### src/common/psh_pkg.sv
// Constants, register map and mode encodings for the page-select and
// housekeeping register bank.
// Assumes a single 125 MHz clock domain shared by every user.
package psh_pkg;

   // ****************************************************************
   // Register map (byte addresses, low byte of each 16-bit register)
   // ****************************************************************
   localparam logic [6:0]  PSH_A_PAGE     = 7'h00;
   localparam logic [6:0]  PSH_A_TEMP     = 7'h02;
   localparam logic [6:0]  PSH_A_SUPPLY   = 7'h04;
   localparam logic [6:0]  PSH_A_AVG_LO   = 7'h06;
   localparam logic [6:0]  PSH_A_AVG_HI   = 7'h08;

   // ****************************************************************
   // Reset values and pages
   // ****************************************************************
   localparam logic [15:0] PSH_PAGE_RST   = 16'h0000;
   localparam logic [15:0] PSH_RESULT_RST = 16'h8000;
   localparam logic [15:0] PSH_AVG_LO_RST = 16'h0108;
   localparam logic [15:0] PSH_AVG_HI_RST = 16'h0101;
   localparam logic [15:0] PSH_PAGE_CFG   = 16'h0000;
   localparam logic [15:0] PSH_LAST_PAGE  = 16'h0006;

   // ****************************************************************
   // Serial word format and field widths
   // ****************************************************************
   localparam int          PSH_WR_BIT     = 15;
   localparam logic [4:0]  PSH_LAST_BIT   = 5'h0f;
   localparam int          PSH_SUP_W      = 12;
   localparam logic [3:0]  PSH_SUP_PAD    = 4'h0;
   localparam logic [7:0]  PSH_ONE_REC    = 8'h01;

   // ****************************************************************
   // Averaging sequence
   // ****************************************************************
   localparam int          PSH_SAMPLES    = 4096;
   localparam logic [11:0] PSH_LAST_SMP   = 12'(PSH_SAMPLES - 1);
   localparam int          PSH_ACC_W      = 24;
   localparam logic [4:0]  PSH_LAST_STEP  = 5'(PSH_ACC_W - 1);

   typedef enum logic [1:0] {
      PSH_IDLE,
      PSH_MANUAL_SPECTRAL,
      PSH_AUTO_SPECTRAL,
      PSH_TIME_CAPTURE
   } psh_mode_e;

endpackage

### src/design/psh_avg_seq.sv
// Record averaging sequencer: counts samples per record, requests the
// transform, accumulates temperature and supply, divides by the count.
// Assumes the sample, transform and sensor inputs share its clock.
module psh_avg_seq
   import psh_pkg::*;
(
   input  wire logic        clk,
   input  wire logic        srst,
   input  wire logic        start,
   input  wire logic [7:0]  count,
   input  wire logic        xform_en,
   input  wire logic        sample_valid,
   input  wire logic        xform_done,
   input  wire logic [15:0] temp_in,
   input  wire logic [11:0] supply_in,
   output logic             xform_start,
   output logic             spec_accum,
   output logic             spec_divide,
   output logic             busy,
   output logic             done,
   output logic [15:0]      temp_avg,
   output logic [11:0]      supply_avg
);

   typedef enum {S_IDLE, S_CAPT, S_XFORM, S_WAIT, S_MEAS, S_DIV,
                 S_DONE} psh_seq_e;

   typedef struct packed {
      psh_seq_e              st;
      logic [7:0]            cnt;
      logic                  xf;
      logic [7:0]            rec;
      logic [11:0]           smp;
      logic [4:0]            step;
      logic [1:0][23:0]      acc;
      logic [1:0][7:0]       rem;
   } psh_seq_s;

   psh_seq_s r, n;

   logic [23:0] acc_add  [2];
   logic [23:0] acc_step [2];
   logic [7:0]  rem_step [2];
   logic [23:0] smp_in   [2];

   // Temperature is biased to offset binary so both channels add unsigned
   assign smp_in[0] = {8'h00, ~temp_in[15], temp_in[14:0]};
   assign smp_in[1] = {8'h00, PSH_SUP_PAD, supply_in};

   // ****************************************************************
   // Per-channel accumulate and restoring divide step
   // ****************************************************************
   genvar g;
   for (g = 0; g < 2; g++) begin : g_ch
      logic [8:0] sh;
      logic       ge;
      assign sh          = {r.rem[g], r.acc[g][23]};
      assign ge          = sh >= {1'b0, r.cnt};
      assign rem_step[g] = ge ? 8'(sh - {1'b0, r.cnt}) : sh[7:0];
      assign acc_step[g] = {r.acc[g][22:0], ge};
      assign acc_add[g]  = r.acc[g] + smp_in[g];
   end

   always_comb begin
      n = r;
      case (r.st)
         S_IDLE: begin
            if (start) begin
               n.st  = S_CAPT;
               n.cnt = count;
               n.xf  = xform_en;
               n.rec = '0;
               n.smp = '0;
               n.acc = '0;
            end
         end
         S_CAPT: begin
            if (sample_valid) begin
               n.smp = r.smp + 12'h001;
               if (r.smp == PSH_LAST_SMP) begin
                  n.st = r.xf ? S_XFORM : S_MEAS;
               end
            end
         end
         S_XFORM: n.st = S_WAIT;
         S_WAIT: begin
            if (xform_done) begin
               n.st = S_MEAS;
            end
         end
         S_MEAS: begin
            n.acc[0] = acc_add[0];
            n.acc[1] = acc_add[1];
            n.rec    = r.rec + 8'h01;
            n.smp    = '0;
            if (r.rec + 8'h01 == r.cnt) begin
               n.st   = S_DIV;
               n.step = '0;
               n.rem  = '0;
            end else begin
               n.st = S_CAPT;
            end
         end
         S_DIV: begin
            n.acc[0] = acc_step[0];
            n.acc[1] = acc_step[1];
            n.rem[0] = rem_step[0];
            n.rem[1] = rem_step[1];
            n.step   = r.step + 5'h01;
            if (r.step == PSH_LAST_STEP) begin
               n.st = S_DONE;
            end
         end
         S_DONE: n.st = S_IDLE;
         default: n.st = S_IDLE;
      endcase
   end

   always_ff @(posedge clk) begin
      if (srst) begin
         r    <= '0;
         r.st <= S_IDLE;
      end else begin
         r <= n;
      end
   end

   assign xform_start = r.st == S_XFORM;
   assign spec_accum  = r.st == S_MEAS && r.xf;
   assign spec_divide = r.st == S_DIV && r.step == '0 && r.xf;
   assign busy        = r.st != S_IDLE;
   assign done        = r.st == S_DONE;
   assign temp_avg    = {~r.acc[0][15], r.acc[0][14:0]};
   assign supply_avg  = r.acc[1][11:0];

   // ****************************************************************
   // Checks
   // ****************************************************************
   property p_capt_len;
      @(posedge clk) disable iff (srst)
      r.st == S_CAPT && sample_valid && r.smp != PSH_LAST_SMP
         |=> r.st == S_CAPT;
   endproperty
   a_capt_len: assert property (p_capt_len)
      else $error("record left capture before its last sample");

   property p_div_len;
      @(posedge clk) disable iff (srst)
      $rose(r.st == S_DIV) |-> ##23 r.st == S_DIV ##1 r.st == S_DONE;
   endproperty
   a_div_len: assert property (p_div_len)
      else $error("divide did not take its full step count");

   property p_rec_done;
      @(posedge clk) disable iff (srst)
      done |-> r.rec == r.cnt;
   endproperty
   a_rec_done: assert property (p_rec_done)
      else $error("averaging ended before the configured count");

endmodule

### src/design/psh_regs.sv
// Page-select, housekeeping result and spectral averaging registers,
// reached over the serial word port, plus the averaging sequencer.
// Assumes SPI pins asynchronous to clk; engines and flash on clk.
//
// Contract
// - Seven pages; page zero config, others coefficients
// - Page select at bytes 0 and 1, every page
// - Page select 16 bits, resets zero, read write
// - Page two routes writes to bank two coefficients
// - Page write changes target only, no stored values
// - Temperature updated when capture event concludes
// - Temperature code is two's complement sensor code
// - Results read only, read 0x8000 until capture
// - Supply sampled when capture event starts
// - Supply in low twelve bits, upper unused
// - Low averaging register: rates one, zero
// - High averaging register: rates three, two
// - Active rate count selects records averaged
// - Capture, transform, accumulate per record, then divide
// - Supply and temperature averaged alongside spectrum
// - Count one gives a single unaveraged result
module psh_regs
   import psh_pkg::*;
(
   input  wire logic        clk,
   input  wire logic        srst,
   input  wire logic        spi_sclk,
   input  wire logic        spi_cs_n,
   input  wire logic        spi_din,
   output logic             spi_dout,
   input  psh_mode_e        meas_mode,
   input  wire logic [1:0]  rate_sel,
   input  wire logic        capture_start,
   input  wire logic        sample_valid,
   input  wire logic        xform_done,
   input  wire logic [15:0] temp_sample,
   input  wire logic [11:0] supply_sample,
   output logic             xform_start,
   output logic             spec_accum,
   output logic             spec_divide,
   output logic             capture_busy,
   output logic             capture_done,
   input  wire logic [15:0] coef_rdata,
   output logic             coef_wr,
   output logic [15:0]      coef_page,
   output logic [6:0]       coef_addr,
   output logic [7:0]       coef_wdata,
   input  wire logic        flash_load,
   input  wire logic [15:0] flash_page,
   input  wire logic [15:0] flash_avg_lo,
   input  wire logic [15:0] flash_avg_hi,
   output logic [15:0]      page_select,
   output logic [15:0]      avg_rates_low,
   output logic [15:0]      avg_rates_high
);

   // ****************************************************************
   // State
   // ****************************************************************
   typedef struct packed {
      logic                  sclk_m;
      logic                  sclk_s;
      logic                  sclk_d;
      logic                  cs_m;
      logic                  cs_s;
      logic                  din_m;
      logic                  din_s;
      logic [4:0]            bit_cnt;
      logic [15:0]           sh_in;
      logic [15:0]           sh_out;
      logic                  dout;
      logic [6:0]            rd_addr;
      logic [15:0]           page;
      logic [15:0]           temp;
      logic [15:0]           supply;
      logic [15:0]           avg_lo;
      logic [15:0]           avg_hi;
      psh_mode_e             mode;
      logic                  coef_wr;
      logic [6:0]            coef_addr;
      logic [7:0]            coef_data;
   } psh_regs_s;

   psh_regs_s r, n;

   logic        rise;
   logic        fall;
   logic [15:0] word;
   logic        word_done;
   logic        wr_req;
   logic [6:0]  wr_addr;
   logic [6:0]  wr_reg;
   logic        wr_hi;
   logic [7:0]  wr_data;
   logic        on_cfg_page;
   logic        on_coef_page;
   logic [15:0] rd_word;
   logic [7:0]  raw_count;
   logic [7:0]  eff_count;
   logic [7:0]  seq_count;
   logic        start_ok;
   logic        seq_busy;
   logic        seq_done;
   logic [15:0] temp_avg;
   logic [11:0] supply_avg;

   function automatic logic [15:0] put_byte(input logic [15:0] old,
                                            input logic        hi,
                                            input logic [7:0]  b);
      put_byte = hi ? {b, old[7:0]} : {old[15:8], b};
   endfunction

   // ****************************************************************
   // Serial word decode
   // ****************************************************************
   assign rise      = r.sclk_s & ~r.sclk_d;
   assign fall      = ~r.sclk_s & r.sclk_d;
   assign word      = {r.sh_in[14:0], r.din_s};
   assign word_done = rise && !r.cs_s && r.bit_cnt == PSH_LAST_BIT;
   assign wr_req    = word_done && word[PSH_WR_BIT];
   assign wr_addr   = word[14:8];
   assign wr_reg    = {wr_addr[6:1], 1'b0};
   assign wr_hi     = wr_addr[0];
   assign wr_data   = word[7:0];

   assign on_cfg_page  = r.page == PSH_PAGE_CFG;
   assign on_coef_page = !on_cfg_page && r.page <= PSH_LAST_PAGE;

   // ****************************************************************
   // Read data for the word addressed in the previous frame
   // ****************************************************************
   always_comb begin
      rd_word = '0;
      if ({r.rd_addr[6:1], 1'b0} == PSH_A_PAGE) begin
         rd_word = r.page;
      end else if (on_coef_page) begin
         rd_word = coef_rdata;
      end else if (on_cfg_page) begin
         case ({r.rd_addr[6:1], 1'b0})
            PSH_A_TEMP:   rd_word = r.temp;
            PSH_A_SUPPLY: rd_word = r.supply;
            PSH_A_AVG_LO: rd_word = r.avg_lo;
            PSH_A_AVG_HI: rd_word = r.avg_hi;
            default:      rd_word = '0;
         endcase
      end
   end

   // ****************************************************************
   // Averaging count for the active rate setting
   // ****************************************************************
   always_comb begin
      case (rate_sel)
         2'h0:    raw_count = r.avg_lo[7:0];
         2'h1:    raw_count = r.avg_lo[15:8];
         2'h2:    raw_count = r.avg_hi[7:0];
         default: raw_count = r.avg_hi[15:8];
      endcase
   end

   assign eff_count = raw_count == '0 ? PSH_ONE_REC : raw_count;
   assign seq_count = meas_mode == PSH_TIME_CAPTURE ? PSH_ONE_REC
                                                    : eff_count;
   assign start_ok  = capture_start && meas_mode != PSH_IDLE && !seq_busy;

   // ****************************************************************
   // Next state
   // ****************************************************************
   always_comb begin
      n         = r;
      n.sclk_m  = spi_sclk;
      n.sclk_s  = r.sclk_m;
      n.sclk_d  = r.sclk_s;
      n.cs_m    = spi_cs_n;
      n.cs_s    = r.cs_m;
      n.din_m   = spi_din;
      n.din_s   = r.din_m;
      n.coef_wr = 1'b0;

      // Frame framing and shifting
      if (r.cs_s) begin
         n.bit_cnt = '0;
         n.sh_out  = rd_word;
      end else begin
         if (rise) begin
            n.sh_in   = word;
            n.bit_cnt = r.bit_cnt + 5'h01;
         end
         if (fall) begin
            n.dout   = r.sh_out[15];
            n.sh_out = {r.sh_out[14:0], 1'b0};
         end
      end
      if (word_done) begin
         n.bit_cnt = '0;
         if (!word[PSH_WR_BIT]) begin
            n.rd_addr = wr_addr;
         end
      end

      // Flash restore of the backed-up registers
      if (flash_load) begin
         n.page   = flash_page;
         n.avg_lo = flash_avg_lo;
         n.avg_hi = flash_avg_hi;
      end

      // Register writes; page writes touch nothing else
      if (wr_req) begin
         if (wr_reg == PSH_A_PAGE) begin
            n.page = put_byte(r.page, wr_hi, wr_data);
         end else if (on_coef_page) begin
            n.coef_wr   = 1'b1;
            n.coef_addr = wr_addr;
            n.coef_data = wr_data;
         end else if (on_cfg_page) begin
            case (wr_reg)
               PSH_A_AVG_LO: n.avg_lo = put_byte(r.avg_lo, wr_hi, wr_data);
               PSH_A_AVG_HI: n.avg_hi = put_byte(r.avg_hi, wr_hi, wr_data);
               default: n.avg_lo = r.avg_lo;
            endcase
         end
      end

      // Measurement results
      if (start_ok) begin
         n.mode   = meas_mode;
         n.supply = {PSH_SUP_PAD, supply_sample};
      end
      if (seq_done) begin
         n.temp = temp_avg;
         if (r.mode != PSH_TIME_CAPTURE) begin
            n.supply = {PSH_SUP_PAD, supply_avg};
         end
      end
   end

   always_ff @(posedge clk) begin
      if (srst) begin
         r         <= '0;
         r.sclk_m  <= 1'b1;
         r.sclk_s  <= 1'b1;
         r.sclk_d  <= 1'b1;
         r.cs_m    <= 1'b1;
         r.cs_s    <= 1'b1;
         r.mode    <= PSH_IDLE;
         r.page    <= PSH_PAGE_RST;
         r.temp    <= PSH_RESULT_RST;
         r.supply  <= PSH_RESULT_RST;
         r.avg_lo  <= PSH_AVG_LO_RST;
         r.avg_hi  <= PSH_AVG_HI_RST;
      end else begin
         r <= n;
      end
   end

   // ****************************************************************
   // Averaging sequencer
   // ****************************************************************
   psh_avg_seq u_seq (
      .clk          (clk),
      .srst         (srst),
      .start        (start_ok),
      .count        (seq_count),
      .xform_en     (meas_mode != PSH_TIME_CAPTURE),
      .sample_valid (sample_valid),
      .xform_done   (xform_done),
      .temp_in      (temp_sample),
      .supply_in    (supply_sample),
      .xform_start  (xform_start),
      .spec_accum   (spec_accum),
      .spec_divide  (spec_divide),
      .busy         (seq_busy),
      .done         (seq_done),
      .temp_avg     (temp_avg),
      .supply_avg   (supply_avg)
   );

   assign spi_dout       = r.dout;
   assign capture_busy   = seq_busy;
   assign capture_done   = seq_done;
   assign coef_wr        = r.coef_wr;
   assign coef_page      = r.page;
   assign coef_addr      = r.coef_addr;
   assign coef_wdata     = r.coef_data;
   assign page_select    = r.page;
   assign avg_rates_low  = r.avg_lo;
   assign avg_rates_high = r.avg_hi;

   // ****************************************************************
   // Checks
   // ****************************************************************
   property p_rst_val;
      @(posedge clk)
      $past(srst) && !srst && !flash_load |-> r.temp == PSH_RESULT_RST
         && r.supply == PSH_RESULT_RST && r.avg_lo == PSH_AVG_LO_RST
         && r.avg_hi == PSH_AVG_HI_RST && r.page == PSH_PAGE_RST;
   endproperty
   a_rst_val: assert property (p_rst_val)
      else $error("register reset values wrong");

   property p_page_wr;
      @(posedge clk) disable iff (srst)
      wr_req && wr_reg == PSH_A_PAGE && !wr_hi
         |=> r.page[7:0] == $past(wr_data);
   endproperty
   a_page_wr: assert property (p_page_wr)
      else $error("page select write not taken");

   property p_coef;
      @(posedge clk) disable iff (srst)
      wr_req && wr_reg != PSH_A_PAGE && r.page == 16'h0002
         |=> coef_wr && coef_page == 16'h0002 ##1 !coef_wr;
   endproperty
   a_coef: assert property (p_coef)
      else $error("coefficient page write not routed");

   property p_keep;
      @(posedge clk) disable iff (srst)
      wr_req && wr_reg == PSH_A_PAGE && !flash_load
         |=> $stable(r.avg_lo) && $stable(r.avg_hi);
   endproperty
   a_keep: assert property (p_keep)
      else $error("page write altered a stored register");

   property p_ro;
      @(posedge clk) disable iff (srst)
      wr_req && !seq_done && !start_ok
         && (wr_reg == PSH_A_TEMP || wr_reg == PSH_A_SUPPLY)
         |=> $stable(r.temp) && $stable(r.supply);
   endproperty
   a_ro: assert property (p_ro)
      else $error("result register changed by a write");

   property p_sup_start;
      @(posedge clk) disable iff (srst)
      start_ok |=> r.supply == {PSH_SUP_PAD, $past(supply_sample)};
   endproperty
   a_sup_start: assert property (p_sup_start)
      else $error("supply not sampled at capture start");

   property p_zero;
      @(posedge clk) disable iff (srst)
      start_ok |-> seq_count != 8'h00
         && (raw_count != 8'h00 || seq_count == PSH_ONE_REC);
   endproperty
   a_zero: assert property (p_zero)
      else $error("zero averaging count reached the sequencer");

   property p_temp_done;
      @(posedge clk) disable iff (srst)
      seq_done |=> r.temp == $past(temp_avg) ##1 $stable(r.temp);
   endproperty
   a_temp_done: assert property (p_temp_done)
      else $error("temperature not latched at capture end");

endmodule

### config.mk
export PLATFORM = sky130hd
export DESIGN_NAME = psh_regs
export DESIGN_NICKNAME = d
export VERILOG_FILES = /design/src/common/psh_pkg.sv /design/src/design/psh_avg_seq.sv /design/src/design/psh_regs.sv
export SDC_FILE = /design/constraint.sdc
export NUM_CORES = 1
export LEC_CHECK = 0
export BUFFER_PORTS_ARGS = -buffer_cell sky130_fd_sc_hd__buf_4
export CORE_ASPECT_RATIO = 1.75
export CORE_MARGIN = 2
export CORE_UTILIZATION = 40
export DETAILED_ROUTE_END_ITERATION = 7
export SLEW_MARGIN = 5
export SYNTH_ARGS = -nofsm -noshare
export SYNTH_HDL_FRONTEND = slang
export SYNTH_SLANG_ARGS = --single-unit
### constraint.sdc
create_clock -name clk -period 3.1 [get_ports clk]
set_input_delay 0 -clock clk [delete_from_list [all_inputs] [get_ports clk]]
set_output_delay 0 -clock clk [all_outputs]
set_load 0.02 [all_outputs]
# Yosys cells after proc, flatten, opt, wreduce, memory -nomap -nowiden

Cells that the tools add are included.

Memories: 0
Memory bits (writable): 0
Bits of input ports: 105
Register bits after elaboration: 279
Output and inout bits: 86
Word-level logic and storage cells: 175
ROM bits: 0
Bits in latches: 0

Shifts and indexed selects: 0
Equality and inequality tests: 37
Magnitude comparators: 3
Muxes and demuxes: 43
Multiply operators: 0
Bitwise operators: 10
Div/mod/pow operators: 0
Reductions and logical operators: 40
$add $sub $neg: 8

Operator list:

| kind                | count |
|---|---|
| $mux 32             | 9 |
| $mux 16             | 14 |
| $pmux 32 s6         | 1 |
| $pmux 48 s3         | 1 |
| $eq 32x3->1 const B | 3 |
| $eq 32x4->1 const B | 3 |
| $eq 32x2->1 const B | 2 |
| $pmux 16 s2         | 2 |
| $pmux 16 s4         | 1 |
| $mux 61             | 1 |
| $mux 48             | 1 |
| $pmux 12 s3         | 1 |
| $eq 32x1->1 const B | 1 |
| $logic_not 32->1    | 1 |
| $mux 8              | 4 |
| $reduce_bool 32->1  | 1 |
| $add 24x12->24      | 1 |
| $add 24x16->24      | 1 |
| $ne 6x6->1 const B  | 4 |
| $pmux 8 s3          | 1 |
| $eq 6x2->1 const B  | 3 |
| $ge 9x8->1          | 2 |
| $reduce_and 2->1    | 9 |
| $mux 17             | 1 |
| other kinds (37)    | 73 |

# Logic depth before layout (Yosys ltp)

Depth after elaboration: 7
Depth in mapped cells: 10
Gate-level depth less buffers: 10

# Cells and area by module

Synthesis repeated with hierarchy kept, for this count alone.

Cell total of the unflattened synthesis: 1,800
Area total of the unflattened synthesis: 14,986.9 sq um

Modules (own cells, without submodules):

| module      | instances | area each (sq um) | cells an instance | sequential area each (sq um) |
|---|---|---|---|---|
| psh_regs    | 1         | 7,981.4           | 925               | 2,962.8 |
| psh_avg_seq | 1         | 7,005.5           | 875               | 2,021.9 |

# Worst setup path before layout

No wires, ideal clock.

Path kind: register -> register
From: register u_seq.r[91] (netlist name)
To: register u_seq.r, in the netlist u_seq.g_ch[0].sh[7]
Path buffers: 1
Clock period less this slack: 2.503 ns
Setup time: 0.117 ns
Required time: 2.983 ns
Cell stages (with the launch flop): 11
Slack: 0.597 ns
Arrival time: 2.386 ns
Cells stage by stage: dfxtp_1 > inv_1 > ha_1 > nor2b_1 > o21ai_1 > a21boi_1 > o31a_1 > o41a_1 > clkbuf_1 > or2_0 > a32o_1

Longest elaborated chain between the ends: 3
Elaborated cells on any way between the ends: 7
Classes of those cells: add/sub: 1; order compare: 1; eq/ne: 2; mux: 2; reduce/logical: 1

RTL lines:

| element                                         | RTL line           | source |
|---|---|---|
| start: declaration                              | psh_avg_seq.sv:39  | `psh_seq_s r, n;` |
| start signal: assignment                        | psh_avg_seq.sv:124 | `r <= n;` |
| $sub 8x8->8, or another cell as far along       | psh_avg_seq.sv:59  | `assign rem_step[g] = ge ? 8'(sh - {1'b0, r.cnt}) : sh[7:0];` |
| $mux 8 or $ne 2x1->1 (tied branches)            | -                  |  |
| $pmux 16 s2 or $reduce_and 2->1 (tied branches) | -                  |  |

Parallel ways exist; a longest one is shown, timed or not.
A chain may end at the register's enable or synchronous reset.

# Final worst setup path

From: register u_seq.r, in the netlist u_seq.temp_avg[0]
To: register u_seq.r, in the netlist u_seq.acc_step[43]

Longest elaborated chain between the ends: 2

RTL lines:

| element        | RTL line          | source |
|---|---|---|
| $add 24x16->24 | psh_avg_seq.sv:61 | `assign acc_add[g] = r.acc[g] + smp_in[g];` |
| $pmux 48 s3    | psh_avg_seq.sv:66 | `case (r.st)` |

Every way passes these cells.

==> summary.md <==
| Metric | Value |
|---|---|
| EDFF count, synth | `0` |
| Worst Setup Start Kind | `flip-flop` |
| Max VDD drop | `0.375 mV` |
| Post-synthesis mux area share | `8.48%` |
| Total track usage | `24.2%` |
| CTS max path bufs | `3` |
| Slew headroom | `41.5%` |
| DRT iter0 DRCs | `775` |
| Row count | `92` |
| Status | `complete, no violations` |
| Via count | `13800` |
| Critical Path Source | `u_seq.temp_avg[0]` |
| Post-Synth Adder-Cell Area | `4.81%` |
| Synth top area cells | `dfxtp_1 (34%), nand2_1 (6.5%), mux2i_1 (5.9%)` |
| Fin Setup TNS | `0 ns` |
| R2r setup slk | `0.28 ns` |
| Die width | `149 um` |
| Root Buffer | `clkbuf_16` |
| Avg Inst Size Synth | `8.11 sq um` |
| Post-synthesis compound-gate area fraction | `21.3%` |
| Tmin final | `2.82 ns` |
| Fillcell total | `3498` |
| Synth warn | `0` |
| Worst Hold Launch | `flash_avg_lo[12]` |
| Share of cells above drive strength 1 | `16.9%` |
| Synth Instances | `1810` |
| Power Dens Cells | `469 nW/um^2` |
| Async SR Flop Fraction | `0%` |
| Ant. Diodes | `0` |
| Maximum clock frequency | `354 MHz` |
| I/O Buffers | `190` |
| Least-Margin Pin Slew | `0.877 ns` |
| R2R Path Start | `u_seq.temp_avg[0]` |
| Routed WL | `47600 um` |
| Clk_lat worst skew | `0.54 ns` |
| Synthesized Nets | `1969` |
| DRC | `0` |
| Die Y-Extent | `257 um` |
| Post-Synth XOR/XNOR Area | `3.04%` |
| Die area | `38300 sq um` |
| Critical Path AT | `3.24 ns` |
| Largest net degree at the start of global routing | `83` |
| Post-synthesis simple-gate area fraction | `20.1%` |
| I/O pin cnt | `191` |
| Tot Pwr | `8.30 mW` |
| Leakage power | `6.99 nW` |
| Max Cap Viol | `0` |
| Hold Vio Cnt, Final | `0` |
| Starting Density | `40.6%` |
| CP Class | `flip-flop to flip-flop` |
| Synth Flop Type | `dfxtp_1` |
| Crit share post-route | `91.1%` |
| Multi-input gate area | `8480 sq um` |
| CP endpoint kind | `flip-flop` |
| CTS tree | `built` |
| Vias in the first global route | `13500` |
| Worst-path clk slew | `0.07 ns` |
| TritonCTS Sinks | `249` |
| Max-slew violation count | `0` |
| First-pass GRT wire length | `74100 um` |
| Gr ovfl total | `0` |
| Largest family of logic cells by synthesized area | `compound AO/OA/AOI/OAI gates` |
| First drt pass iteration count | `5` |
| Final Net Count | `2125` |
| Post-Route Utilization | `49.0%` |
| P&R area growth vs syn | `20.8%` |
| H-Tree Depth | `1` |
| Crit-path max FO | `5` |
| Yosys reg bits | `249` |
| Routability cong. | `0.953` |
| Antenna Nets Post-Route | `0` |
| Sequential area share after synthesis | `34.0%` |
| WP data required | `3.52 ns` |
| Final number of setup-violating endpoints | `0` |
| Clock skew | `0.0118 ns` |
| Detail Placement HPWL | `34900 um` |
| Yosys top cell area share | `34.0%` |
| Hold Path Class | `primary input to flip-flop` |
| Number of vias per cell | `5.62` |
| Synthesized cell area | `14700 sq um` |
| Initial antenna violation count | `0` |
| Core ar. | `36100 sq um` |
| Synth cell types | `77` |
| Routed len/inst | `19.4 um` |
| RSZ-0062 raised after global routing | `false` |
| CTS Buf Count | `27` |
| Area leader, netlist | `dfxtp_1` |
| Register area | `4980 sq um` |
| CTS resizes | `0` |
[final cells by class]
| type | instances | area share [%] |
|---|---|---|
| Timing Repair Buffer | 319 | 14.8 |
| Inverter | 41 | 0.869 |
| Sequential cell | 249 | 28.1 |
| Multi-Input combinational cell | 1328 | 47.9 |
| Clock buffer | 34 | 4.19 |
| Tap cell | 470 | 3.32 |
| Clock inverter | 12 | 0.848 |
[synthesized netlist by cell type, types with 28 or more instances]
master and count:
a211oi_1 51, a21oi_1 122, a311oi_1 30, buf_4 82, clkbuf_1 85, dfxtp_1 249, ha_1 50, inv_1 40
mux2i_1 86, nand2_1 254, nor2_1 174, nor2b_1 28, nor3_1 45, o21ai_0 79, o22ai_1 31, xnor2_1 31
[cell families (layout without fill, tap and decap cells)]
kind of cell	Yosys count	count (layout)
AO/OA/AOI/OAI	475	475
XOR/XNOR	51	51
adder cells (fa/ha/maj)	54	54
buffers and inverters	233	406
flip-flops	249	249
multiplexers	112	112
AND/OR/NAND/NOR	636	636
[state kept, by name (all words and copies together), names as in the netlist]
| register | flops |
|---|---|
| r | 79 |
| u_seq.r | 37 |
| u_seq.acc_step | 19 |
| u_seq.g_ch.sh | 18 |
| avg_rates_high | 16 |
| avg_rates_low | 16 |
| coef_page | 16 |
| u_seq.temp_avg | 15 |
| u_seq.supply_avg | 12 |
| coef_wdata | 8 |
| coef_addr | 7 |
| n | 4 |
| coef_wr | 1 |
| spi_dout | 1 |
[path summary, 6_finish.rpt]
path,endpoint,cells past startpoint
worst max-delay path,u_seq.acc_step[43],10
worst min-delay path,avg_rates_low[12],4
worst max register to register,u_seq.acc_step[43],10
worst min register to register,r[145],1
[routing by layer]
metal  track usage (%)  vias up  part of all wire [%]
met2              44.6      423                    52
met4              11.0        0                   4.6
met3              2.32      106                   4.7
li1                  -     6715                     -
met5                 0        -                     0
met1              27.9     6539                    39
[critical path: stages, from the launching register on]
cell and delay (ns):
dfxtp_1 0.37, ha_1 0.23, inv_1 0.07, fa_1 0.40, nor2b_1 0.13, o21ai_0 0.10, a21boi_0 0.37, o22ai_1 0.28
o211ai_1 0.39, and2_1 0.26, o211ai_1 0.11
[stage by stage]
stage               setup WS (ns)  std cells  area [sq um]  hold WS (ns)
finish                      0.277       2453         17700        0.0137
global route               0.0411       2453         17700        0.0198
CTS                         0.266       2453         17700       0.00334
detailed placement          0.294       2321         16000         0.193
global placement            0.361       2321         16000         0.195
floorplan                   0.597       1810         14700         0.104
[placed cells by master (no fill, tap or decap), types with 50 or more instances in the layout]
cell	count
mux2i_1	86
dlygate4sd3_1	86
o21ai_0	79
nand2_1	254
ha_1	50
a211oi_1	51
buf_4	232
a21oi_1	122
dfxtp_1	249
nor2_1	174
[power by group]
part,internal [mW],switching [mW]
logic,0.685,0.809
clock network,1.94,1.36
registers,3.33,0.184
[what timing repair did]
action	CTS	global route
endpoints found under the hold margin	121	0
setup buffers	0	0
hold buffers	86	0
No activity file was read; power rests on OpenSTA's default activity.
